## config.mk

```make
export PLATFORM = sky130hd
export DESIGN_NAME = pled_sequencer
export DESIGN_NICKNAME = d
export VERILOG_FILES = /design/src/pled_pkg.sv /design/src/pled_sequencer.sv /design/src/pled_prescaler.sv
export SDC_FILE = /design/constraint.sdc
export NUM_CORES = 1
export LEC_CHECK = 0
export BUFFER_PORTS_ARGS = -buffer_cell sky130_fd_sc_hd__buf_2
export CORE_UTILIZATION = 44
export CTS_CLUSTER_SIZE = 14
export DETAILED_ROUTE_END_ITERATION = 8
export PLACE_DENSITY = 0.69
export SYNTH_ARGS = -nofsm -noshare
export SYNTH_HDL_FRONTEND = slang
export SYNTH_HIERARCHICAL = 1
export SYNTH_SLANG_ARGS = --single-unit
```

## constraint.sdc

```tcl
create_clock -name clk_sys_i -period 4.5 [get_ports clk_sys_i]
set_input_delay 0.9 -clock clk_sys_i [delete_from_list [all_inputs] [get_ports clk_sys_i]]
set_output_delay 0.9 -clock clk_sys_i [all_outputs]
set_load 0.05 [all_outputs]
```

## src/pled_pkg.sv

```systemverilog
// package: constants and types for the power led blink sequencer
`default_nettype none
package pled_pkg;
    // clock rate and derived tick (1 ms enable from prescaler)
    localparam int unsigned CLK_HZ        = 40_000_000;
    localparam int unsigned TICK_US       = 1000;
    localparam int unsigned TICK_CYCLES   = CLK_HZ / 1_000_000 * TICK_US;
    localparam int unsigned PRE_W         = 16;
    // pattern phase times in milliseconds (ticks)
    localparam int unsigned S3_PHASE_MS   = 250;
    localparam int unsigned READY_PHASE_MS = 1000;
    localparam int unsigned FWU_PHASE_MS  = 500;
    localparam int unsigned MEM_PHASE_MS  = 1000;
    localparam int unsigned MEM_PAUSE_MS  = 2500;
    localparam int unsigned THERM_PHASE_MS = 250;
    localparam int unsigned THERM_BLINKS  = 16;
    localparam int unsigned MEM_BLINKS    = 3;
    localparam int unsigned MS_W          = 12;
    localparam int unsigned CNT_W         = 5;
    // standby behaviour codes: alternate colour blinking, steady or dark
    localparam logic [1:0] STBY_BLINK     = 2'h0;
    localparam logic [1:0] STBY_STEADY    = 2'h1;
    localparam logic [1:0] STBY_DARK      = 2'h2;

    // active pattern, one-hot
    typedef enum logic [7:0] {
        PLED_OFF   = 8'h01,
        PLED_S0    = 8'h02,
        PLED_S3    = 8'h04,
        PLED_READY = 8'h08,
        PLED_FWU   = 8'h10,
        PLED_MEM   = 8'h20,
        PLED_THERM = 8'h40,
        PLED_DONE  = 8'h80
    } pled_pat_e;
endpackage : pled_pkg
`default_nettype wire

```

## src/pled_sequencer.sv

```systemverilog
// power led blink sequencer: request arbitration and pattern timing
// Operation
// S0 holds primary colour steadily lit
// S0 indication enabled by default, can disable
// S3 blinks alternate colour 250/250 ms
// standby blink default, setting selects alternative
// ready mode blinks primary 1 s/1 s
// update: off first, then 0.5 s blinks
// memory error: three 1 s blinks, 2.5 s pause
// thermal: 16 blinks of 250 ms, stop
// firmware requests error pattern, device shows it
// faults over update over state; restart pattern
`default_nettype none
module pled_sequencer #(
    // clock cycles per millisecond tick; shorter values speed up simulation
    parameter int unsigned TICK_LEN = pled_pkg::TICK_CYCLES
) (
    // clock and reset
    input  wire logic       clk_sys_i,
    input  wire logic       rst_n_i,
    // configuration
    input  wire logic       s0_led_dis_i,
    input  wire logic [1:0] stby_mode_i,
    // state and fault requests (pin levels)
    input  wire logic       req_s0_i,
    input  wire logic       req_s3_i,
    input  wire logic       req_ready_i,
    input  wire logic       req_fwu_i,
    input  wire logic       req_mem_i,
    input  wire logic       req_therm_i,
    // led driver
    output logic            led_pri_o,
    output logic            led_alt_o,
    output logic            therm_done_o
);
    import pled_pkg::*;

    // three-stage synchronisers for the six request pins
    logic [5:0] raw;
    logic [5:0] sy1;
    logic [5:0] sy2;
    logic [5:0] sy3;
    logic [5:0] req;
    logic [5:0] next_req;
    assign raw = {req_therm_i, req_mem_i, req_fwu_i, req_ready_i, req_s3_i, req_s0_i};

    // per-bit sync chain; a change counts once stages two and three agree
    genvar g;
    generate
        for (g = 0; g < 6; g++) begin : g_sync
            always_comb begin
                next_req[g] = (sy2[g] == sy3[g]) ? sy3[g] : req[g];
            end
            always_ff @(posedge clk_sys_i or negedge rst_n_i) begin
                if (!rst_n_i) begin
                    sy1[g] <= 1'b0;
                    sy2[g] <= 1'b0;
                    sy3[g] <= 1'b0;
                    req[g] <= 1'b0;
                end else begin
                    sy1[g] <= raw[g];
                    sy2[g] <= sy1[g];
                    sy3[g] <= sy2[g];
                    req[g] <= next_req[g];
                end
            end
        end
    endgenerate

    // requested pattern by priority
    pled_pat_e sel;
    always_comb begin
        // priority select
        if (req[5]) begin
            sel = PLED_THERM;
        end else if (req[4]) begin
            sel = PLED_MEM;
        end else if (req[3]) begin
            sel = PLED_FWU;
        end else if (req[2]) begin
            sel = PLED_READY;
        end else if (req[1]) begin
            sel = PLED_S3;
        end else if (req[0]) begin
            sel = PLED_S0;
        end else begin
            sel = PLED_OFF;
        end
    end

    pled_pat_e        pat;
    pled_pat_e        next_pat;
    logic [MS_W-1:0]  ms;
    logic [MS_W-1:0]  next_ms;
    logic [CNT_W-1:0] blinks;
    logic [CNT_W-1:0] next_blinks;
    logic             lit;
    logic             next_lit;
    logic             pri;
    logic             next_pri;
    logic             alt;
    logic             next_alt;
    logic             change;
    logic             tick;

    // thermal pattern held done until its request drops
    assign change = (sel != pat) && !(pat == PLED_DONE && sel == PLED_THERM);

    // millisecond tick, realigned when a pattern starts
    pled_prescaler #(.TICK_LEN(TICK_LEN)) u_pre (
        .clk_sys_i (clk_sys_i),
        .rst_n_i   (rst_n_i),
        .restart_i (change),
        .tick_o    (tick)
    );

    // pattern sequencer next state
    always_comb begin
        next_pat    = pat;
        next_ms     = ms;
        next_blinks = blinks;
        next_lit    = lit;
        if (change) begin
            // restart first phase
            next_pat    = sel;
            next_ms     = '0;
            next_blinks = '0;
            // update starts dark
            next_lit    = (sel != PLED_FWU) && (sel != PLED_OFF);
        end else if (tick) begin
            next_ms = ms + MS_W'(1);
            case (pat)
                PLED_S3: begin
                    // quarter second phases
                    if (ms == MS_W'(S3_PHASE_MS - 1)) begin
                        next_ms  = '0;
                        next_lit = !lit;
                    end
                end
                PLED_READY: begin
                    // one second phases
                    if (ms == MS_W'(READY_PHASE_MS - 1)) begin
                        next_ms  = '0;
                        next_lit = !lit;
                    end
                end
                PLED_FWU: begin
                    // half second phases
                    if (ms == MS_W'(FWU_PHASE_MS - 1)) begin
                        next_ms  = '0;
                        next_lit = !lit;
                    end
                end
                PLED_MEM: begin
                    // three blinks then pause, repeat
                    if (blinks == CNT_W'(MEM_BLINKS)) begin
                        if (ms == MS_W'(MEM_PAUSE_MS - 1)) begin
                            next_ms     = '0;
                            next_blinks = '0;
                            next_lit    = 1'b1;
                        end
                    end else if (ms == MS_W'(MEM_PHASE_MS - 1)) begin
                        next_ms  = '0;
                        next_lit = !lit;
                        if (!lit) begin
                            next_lit = (blinks != CNT_W'(MEM_BLINKS - 1));
                        end
                        if (!lit) begin
                            next_blinks = blinks + CNT_W'(1);
                        end
                    end
                end
                PLED_THERM: begin
                    // sixteen blinks then stop
                    if (ms == MS_W'(THERM_PHASE_MS - 1)) begin
                        next_ms  = '0;
                        next_lit = !lit;
                        if (!lit) begin
                            next_blinks = blinks + CNT_W'(1);
                            if (blinks == CNT_W'(THERM_BLINKS - 1)) begin
                                next_pat = PLED_DONE;
                                next_lit = 1'b0;
                            end
                        end
                    end
                end
                default: begin
                    next_ms = '0;
                end
            endcase
        end
    end

    // colour outputs from the current phase
    always_comb begin
        next_pri = 1'b0;
        next_alt = 1'b0;
        case (next_pat)
            // steady primary unless disabled
            PLED_S0: next_pri = !s0_led_dis_i;
            PLED_S3: begin
                // standby behaviour selection
                case (stby_mode_i)
                    STBY_STEADY: next_alt = 1'b1;
                    STBY_DARK:   next_alt = 1'b0;
                    default:     next_alt = next_lit;
                endcase
            end
            // error patterns shown on request
            PLED_READY, PLED_FWU, PLED_MEM, PLED_THERM: next_pri = next_lit;
            default: next_pri = 1'b0;
        endcase
    end

    // register sequencer state
    always_ff @(posedge clk_sys_i or negedge rst_n_i) begin
        if (!rst_n_i) begin
            pat    <= PLED_OFF;
            ms     <= '0;
            blinks <= '0;
            lit    <= 1'b0;
            pri    <= 1'b0;
            alt    <= 1'b0;
        end else begin
            pat    <= next_pat;
            ms     <= next_ms;
            blinks <= next_blinks;
            lit    <= next_lit;
            pri    <= next_pri;
            alt    <= next_alt;
        end
    end

    assign led_pri_o    = pri;
    assign led_alt_o    = alt;
    assign therm_done_o = (pat == PLED_DONE);

    // a_colour_excl: never both colours
    a_colour_excl: assert property (@(posedge clk_sys_i) disable iff (!rst_n_i)
        !(led_pri_o && led_alt_o)) else $error("both colours lit");
    a_s0_steady: assert property (@(posedge clk_sys_i) disable iff (!rst_n_i)
        (pat == PLED_S0 && $past(pat) == PLED_S0 && !$past(s0_led_dis_i)) |-> led_pri_o)
        else $error("s0 not lit");
    a_s0_disable: assert property (@(posedge clk_sys_i) disable iff (!rst_n_i)
        (pat == PLED_S0 && s0_led_dis_i) |=> (!led_pri_o || pat != PLED_S0))
        else $error("s0 lit while disabled");
    a_s3_phase: assert property (@(posedge clk_sys_i) disable iff (!rst_n_i)
        (pat == PLED_S3 && tick && ms == MS_W'(S3_PHASE_MS - 1) && !change) |=> lit != $past(lit))
        else $error("s3 phase not toggled");
    a_s3_alt: assert property (@(posedge clk_sys_i) disable iff (!rst_n_i)
        (pat == PLED_S3 && $past(pat) == PLED_S3 && stby_mode_i == STBY_BLINK
         && $past(stby_mode_i) == STBY_BLINK) |-> (led_alt_o == lit && !led_pri_o))
        else $error("s3 colour wrong");
    a_ready_hold: assert property (@(posedge clk_sys_i) disable iff (!rst_n_i)
        (pat == PLED_READY && tick && ms != MS_W'(READY_PHASE_MS - 1) && !change) |=> $stable(lit))
        else $error("ready toggled early");
    a_fwu_dark: assert property (@(posedge clk_sys_i) disable iff (!rst_n_i)
        (change && sel == PLED_FWU) |=> !led_pri_o)
        else $error("update not dark first");
    a_mem_pause: assert property (@(posedge clk_sys_i) disable iff (!rst_n_i)
        (pat == PLED_MEM && blinks == CNT_W'(MEM_BLINKS)) |-> !lit)
        else $error("lit in pause");
    a_therm_stop: assert property (@(posedge clk_sys_i) disable iff (!rst_n_i)
        (pat == PLED_DONE) |-> !led_pri_o) else $error("lit after thermal");
    a_prio_restart: assert property (@(posedge clk_sys_i) disable iff (!rst_n_i)
        change |=> (pat == $past(sel) && ms == '0 && blinks == '0))
        else $error("pattern not restarted");
endmodule // pled_sequencer
`default_nettype wire

```

## src/pled_prescaler.sv

```systemverilog
// prescaler: one-cycle enable pulse every tick period
`default_nettype none
module pled_prescaler #(
    // clock cycles per tick; shorter values speed up simulation
    parameter int unsigned TICK_LEN = pled_pkg::TICK_CYCLES
) (
    // clock and reset
    input  wire logic clk_sys_i,
    input  wire logic rst_n_i,
    // restart and tick
    input  wire logic restart_i,
    output logic      tick_o
);
    import pled_pkg::*;

    localparam logic [PRE_W-1:0] TOP = PRE_W'(TICK_LEN - 1);

    logic [PRE_W-1:0] cnt;
    logic [PRE_W-1:0] next_cnt;

    // next count, wraps at the tick period
    always_comb begin
        if (restart_i || cnt == TOP) begin
            next_cnt = '0;
        end else begin
            next_cnt = cnt + PRE_W'(1);
        end
    end

    // register count
    always_ff @(posedge clk_sys_i or negedge rst_n_i) begin
        if (!rst_n_i) begin
            cnt <= '0;
        end else begin
            cnt <= next_cnt;
        end
    end

    assign tick_o = (cnt == TOP) && !restart_i;
endmodule // pled_prescaler
`default_nettype wire

```

==> reports/metrics.cfg, run 1 <==
[floorplanning]
io_pins = 14
dieArea_mm2 = 0.008242
start_util_pct = 45.12
coreArea_mm2 = 0.007687
dieHeight_um = 90.79
std_cell_rows = 32
die_w_um = 90.79

[global_routing]
grt_overflow_total = 0
grt_pass1_vias = 2503
grt_antenna_before_repair = 0
grt_use_met1_pct = 26.72
grt_start_max_net_pins = 38
grtUsageMet2_pct = 26.58
grt_busiest_layer = met1
grt_pass1_wl_mm = 12.15
gr-usage-all-layers_pct = 18.57
grtUsageMet3_pct = 4.293

[worst_setup_path]
crit_fanout = 15
cp.arrival_ns = 3.98
worstSetupEndpointType = flip-flop
reg2reg_from = req[5]
r2r_cells = 11
worstSetupPathType = reg -> reg
crit_required_ns = 4.79
rrSetupSlack_ns = 0.81
startpoint_type = flip-flop
r2r-end = ms[3]

[finish]
layout.nets = 370
final_common_cell = dfrtp_1
drive_above_1_share_pct = 12.32
nFillCells = 723
mostFrequentLayoutCells = dfrtp_1 (67), nor2_1 (28), o21ai_0 (21), nand2_1 (21), inv_1 (18)
area_delta_synth_final_pct = 9.776
diodes = 0

[synthesis]
synth_simple_gate_area_share_pct = 25.87
syn_avg_cell_area_um2 = 10.35
synth_mux_area_share_pct = 0.3247
synth_cells = 335
synth_area_leader_cell = dfrtp_1
synth_edf_count = 0
synth_top_area_share_pct = 48.34
synthFlopType = dfrtp_1
ys_top_cells_by_area = dfrtp_1 (48%), xnor2_1 (3.8%), nor2_1 (3.0%)
synth_compound_area_share_pct = 11.51
synth_xor_area_share_pct = 5.051
synth_top_family_by_area = simple AND/OR/NAND/NOR gates
synth-adder-area-share_pct = 4.257
yosysSeqAreaShare_pct = 49.10
ys_ff_latch = 68
ys_types = 64
async_flop_share_pct = 100.0
syn_area_mm2 = 0.003468
yosysWarnings = 6
syn_nets = 353

[cts]
cts_tree = done
htree_num_levels = 3
clock_path_buffers = 2
cts_resized = 0
cts.sinks = 68
holdBufCountCts = 0
cts_setup_buffers = 0
path_clk_slew_ns = 0.08
cts_buffers = 9
cts_root_buf = clkbuf_8
clock_latency_ns = 0.35

[detailed_routing]
dr.pass1.iters = 4
num_vias = 2588
drt_iter0_drc = 195
post_drt_wl_per_cell_um = 14.87
drcViolationCount = 0
wl_mm = 6.824
drtAntennaViolNets = 0
viasPerCell = 5.638

[timing]
min_period_over_period_pct = 81.97
fin_skew_ns = 0.007923
timing.final.hold_violations = 0
setup_violations = 0
slew_headroom_pct = 44.97
final.setup.tns_ns = 0
worstMarginPinSlew_ns = 0.8254
finalMaxSlewViolations = 0
rsz0062_at_grt = no
fmax_mhz = 271.1
layout_min_cycle_time_ns = 3.689

[run]
maxCapViolations = 0

[pwr]
power_mw = 1.397
p_leak_nw = 1.529
vdd_ir_drop_max_uv = 311.7
powerDensity_mw_per_mm2 = 366.9

[outcome]
status = finished clean

[min_path]
hold_path_startpoint = sy1[3]
holdPathStages = 0
hp-class = reg -> reg
holdPathEnd = sy2[3]

[place]
dp_hpwl_mm = 4.685
gp_congestion = 0.8509
numPortBuffers = 13

-- worst max-delay path by stage --
stage          cells past startpoint  slack [ns]   start   endpoint
2_1_floorplan                     13        1.20  pat[1]      ms[3]
3_3_place_gp                      11        1.03  req[5]  led_pri_o
3_5_place_dp                      11        0.91  req[5]      ms[3]
4_1_cts                           11        0.87  req[5]      ms[3]
5_1_grt                           11        0.49  req[5]      ms[9]
6_report                          11        0.81  req[5]      ms[3]
-- layout make-up --
| type | count | area [µm²] | share of cell area [%] |
|---|---|---|---|
| repair buffers | 14 | 72.57 | 1.906 |
| well taps | 102 | 127.6 | 3.352 |
| inverters | 18 | 67.56 | 1.775 |
| clock inverters | 7 | 82.58 | 2.169 |
| multi-input cells | 241 | 1630 | 42.82 |
| clock buffers | 9 | 123.9 | 3.253 |
| flip-flops and latches | 68 | 1703 | 44.73 |
-- sequential cells by signal, summed over array words and instances (netlist names) --
name and flops:
led_pri_o 1, ms 12, blinks 5, led_alt_o 1, sy3 6, sy1 6
sy2 6, req 6, u_pre/cnt 16, pat 8, lit 1
-- metrics by stage --
| stage | worst slack (ns) | area (µm²) | instances | hold WS (ns) | utilization, % |
|---|---|---|---|---|---|
| floorplan | 1.202 | 3468 | 335 | 0.3312 | - |
| global placement | 1.032 | 3601 | 443 | 0.3343 | 46.84 |
| detailed placement | 0.9133 | 3601 | 443 | 0.3355 | 46.84 |
| CTS | 0.8735 | 3807 | 459 | 0.3546 | 49.53 |
| global route | 0.4932 | 3807 | 459 | 0.3572 | 49.53 |
| finish | 0.8112 | 3807 | 459 | 0.3530 | 49.53 |
-- Yosys cell counts, types with 4 or more instances --
cell type / number
or3_1: 6
a22o_1: 4
xor2_1: 5
nor3_1: 11
nor2_1: 28
dfrtp_1: 67
nand4_1: 7
nor4_1: 9
nand2_1: 21
ha_1: 7
and3_1: 6
o21ai_0: 21
o31ai_1: 5
maj3_1: 6
nand3_1: 10
nor2b_1: 9
a21oi_1: 8
inv_1: 18
xnor2_1: 15
-- per-layer routing --
metal | wire (µm) | up-vias | share of wire (%)
li1 | - | 1251 | -
met1 | 3446 | 1273 | 50
met2 | 3051 | 56 | 45
met3 | 225 | 8 | 3.3
met4 | 101 | 0 | 1.5
met5 | 0 | - | 0
-- logic make-up after synthesis --
group	Yosys count
AOI/OAI and AO/OA	60
xor gates and xnor gates	20
adders and majority gates	13
buffers and inverters	26
DFF	68
muxes	1
and+or+nand+nor	147
-- power breakdown --
group / total (mW) / internal, mW / switching (mW)
registers: 0.682 / 0.640 / 0.0423
clock network: 0.530 / 0.265 / 0.264
logic: 0.185 / 0.0671 / 0.118
total: 1.40 / 0.973 / 0.424
-- critical path, cell delays in order, from the launching register on --
cell	delay, ns
dfrtp_1	0.50
nor3b_1	0.53
xor2_1	0.12
a2111oi_1	0.51
a21oi_2	0.30
nor2b_1	0.35
nor2b_1	0.18
a32oi_1	0.14
a41o_1	0.33
or2_1	0.34
nor3_2	0.20
a211o_1	0.12
Power figures use the tool's default switching activity.
==> run 2, diff against run 1 <==
--- a/config.mk
+++ b/config.mk
@@ -9,7 +9,7 @@
 export CORE_UTILIZATION = 44
 export CTS_CLUSTER_SIZE = 14
 export DETAILED_ROUTE_END_ITERATION = 8
-export PLACE_DENSITY = 0.69
+export PLACE_DENSITY = 0.71
 export SYNTH_ARGS = -nofsm -noshare
 export SYNTH_HDL_FRONTEND = slang
 export SYNTH_HIERARCHICAL = 1
==> constraint.sdc (replaced) <==
create_clock -name clk_sys_i -period 3 [get_ports clk_sys_i]
set_input_delay 0.6 -clock clk_sys_i [delete_from_list [all_inputs] [get_ports clk_sys_i]]
set_output_delay 0.6 -clock clk_sys_i [all_outputs]
set_load 0.05 [all_outputs]
==> reports/metrics.cfg, run 2 (synthesized netlist as in run 1, its figures left out) <==
[cts]
cts.sinks = 68
holdBufCountCts = 0
cts_root_buf = clkbuf_8
clock_latency_ns = 0.35
htree_num_levels = 3
cts_buffers = 9
cts_tree = done
clock_path_buffers = 2
path_clk_slew_ns = 0.08

[worst_setup_path]
max_stage_delay_ns = 0.46
crit_required_ns = 3.26
cp.arrival_ns = 3.11
startpoint_type = flip-flop
critPathSlowestCell = dfrtp_2
worstSetupEndpointType = flip-flop
crit_chain = buf_4 -> or3_4 -> o41ai_2 -> a22o_1 -> a21oi_2 -> nor2b_4 -> nor2b_2 -> a32oi_2 -> a41o_1 -> buf_4 -> nor3_1 -> o21ai_0 -> o21ai_0
crit_buf_inv = 2
worstSetupPathType = reg -> reg
crit_family = compound AO/OA/AOI/OAI gates
crit_fanout = 5

[timing]
rsz0062_at_grt = yes
worstMarginPinSlew_ns = 0.7868
finalMaxSlewViolations = 0
slew_headroom_pct = 47.35
fin_skew_ns = 0.005780
fmax_mhz = 351.2
min_period_over_period_pct = 94.92
holdWs_ns = 0.1366
layout_min_cycle_time_ns = 2.848
timing.final.hold_violations = 0
setup_violations = 0

[floorplanning]
dieArea_mm2 = 0.008242
die_w_um = 90.79
std_cell_rows = 32
coreArea_mm2 = 0.007687
start_util_pct = 45.12
dieHeight_um = 90.79
io_pins = 14

[run]
maxCapViolations = 0

[outcome]
status = finished clean

[finish]
finalInstanceArea_mm2 = 0.003999
mostFrequentLayoutCells = dfrtp_1 (62), nor2_1 (28), nand2_1 (21), o21ai_0 (19), inv_1 (18)
layout.nets = 384
reg_top3 = u_pre/cnt (16), ms (12), pat (8)
area_delta_synth_final_pct = 15.30
largest_reg_flops = 16
drive_above_1_share_pct = 20.49
regMostFlops = u_pre/cnt
diodes = 0
final_common_cell = dfrtp_1

[detailed_routing]
drtAntennaViolNets = 0
drcViolationCount = 0
wl_mm = 7.230
drt_iter0_drc = 121
post_drt_wl_per_cell_um = 15.29
num_vias = 2619
dr.pass1.iters = 4
viasPerCell = 5.537

[place]
gp_congestion = 0.8528
numPortBuffers = 13
place_area_mm2 = 0.003705
dp_hpwl_mm = 5.051

[global_routing]
grt_pass1_wl_mm = 12.45
grt_antenna_before_repair = 0
grt_overflow_total = 0
grt_start_max_net_pins = 36
gr-usage-all-layers_pct = 19.41
grt_pass1_vias = 2604

[pwr]
powerDensity_mw_per_mm2 = 533.2
vdd_ir_drop_max_uv = 351.5
p_leak_nw = 1.613

[min_path]
hp-class = in -> async

[run 2: cell types whose count changed in the layout (fill, tap and decap cells not counted), moves of 2 or more]
| cell | before | now |
|---|---|---|
| buf_4 | 1 | 15 |
| dfrtp_1 | 67 | 62 |
| dfrtp_2 | 0 | 5 |
| clkinv_4 | 0 | 3 |
| clkinvlp_4 | 2 | 0 |
| nor2b_1 | 9 | 7 |
| nor3b_1 | 3 | 1 |
| nor3b_2 | 0 | 2 |
| o21ai_0 | 21 | 19 |
| o21ai_1 | 0 | 2 |
[run 2: worst paths after layout]
path,from,end,slack [ns],cells past startpoint
max,req[3],ms[8],0.15,13
min,rst_n_i,blinks[0],0.14,1
min in group clk_sys_i,req_s3_i,sy1[1],0.35,1
min reg2reg,sy1[4],sy2[4],0.35,0
max in group asynchronous,rst_n_i,pat[0],2.10,2
max reg2reg,req[3],ms[8],0.15,13
[run 2: per-layer routing]
metal  wire (µm)  up-vias  track usage [%]
met3         291       12            5.471
met5           0        -                0
met2        3337       52            29.92
met1        3480     1277            26.13
met4         120        0            7.011
li1            -     1278                -
[run 2: metrics by stage]
stage                     worst slack, ns  power (mW)  std cells  util [%]  setup TNS, ns
after floorplan                  0.004947       1.263        335         -              0
after global placement             0.1956       1.333        454     48.19              0
after detailed placement          0.04796       1.340        454     48.19              0
after CTS                         0.02035       2.139        470     50.98              0
after global routing             -0.01635       2.238        473     52.02       -0.04663
final                              0.1524       2.132        473     52.02              0
[run 2: power by group]
part,leakage [nW],total (mW),internal [mW],switching [mW]
clock,0.105,0.787,0.397,0.391
sequential,0.874,1.03,0.962,0.0642
combinational,0.634,0.319,0.123,0.196
[run 2: area by class of cell]
type                            instances  area, µm²
Fill cell                             714       3689
Inverter                               18      67.56
Timing Repair Buffer                   28      177.7
Sequential cell                        68       1709
Clock inverter                          7      82.58
Clock buffer                            9      123.9
Tap cell                              102      127.6
Multi-Input combinational cell        241       1710
[run 2: what timing repair did]
action                     CTS  global route
pin swaps                    0             4
resized for setup            1            16
buffers inserted             0             3
setup endpoints to repair    1            15
gates cloned                 0             0
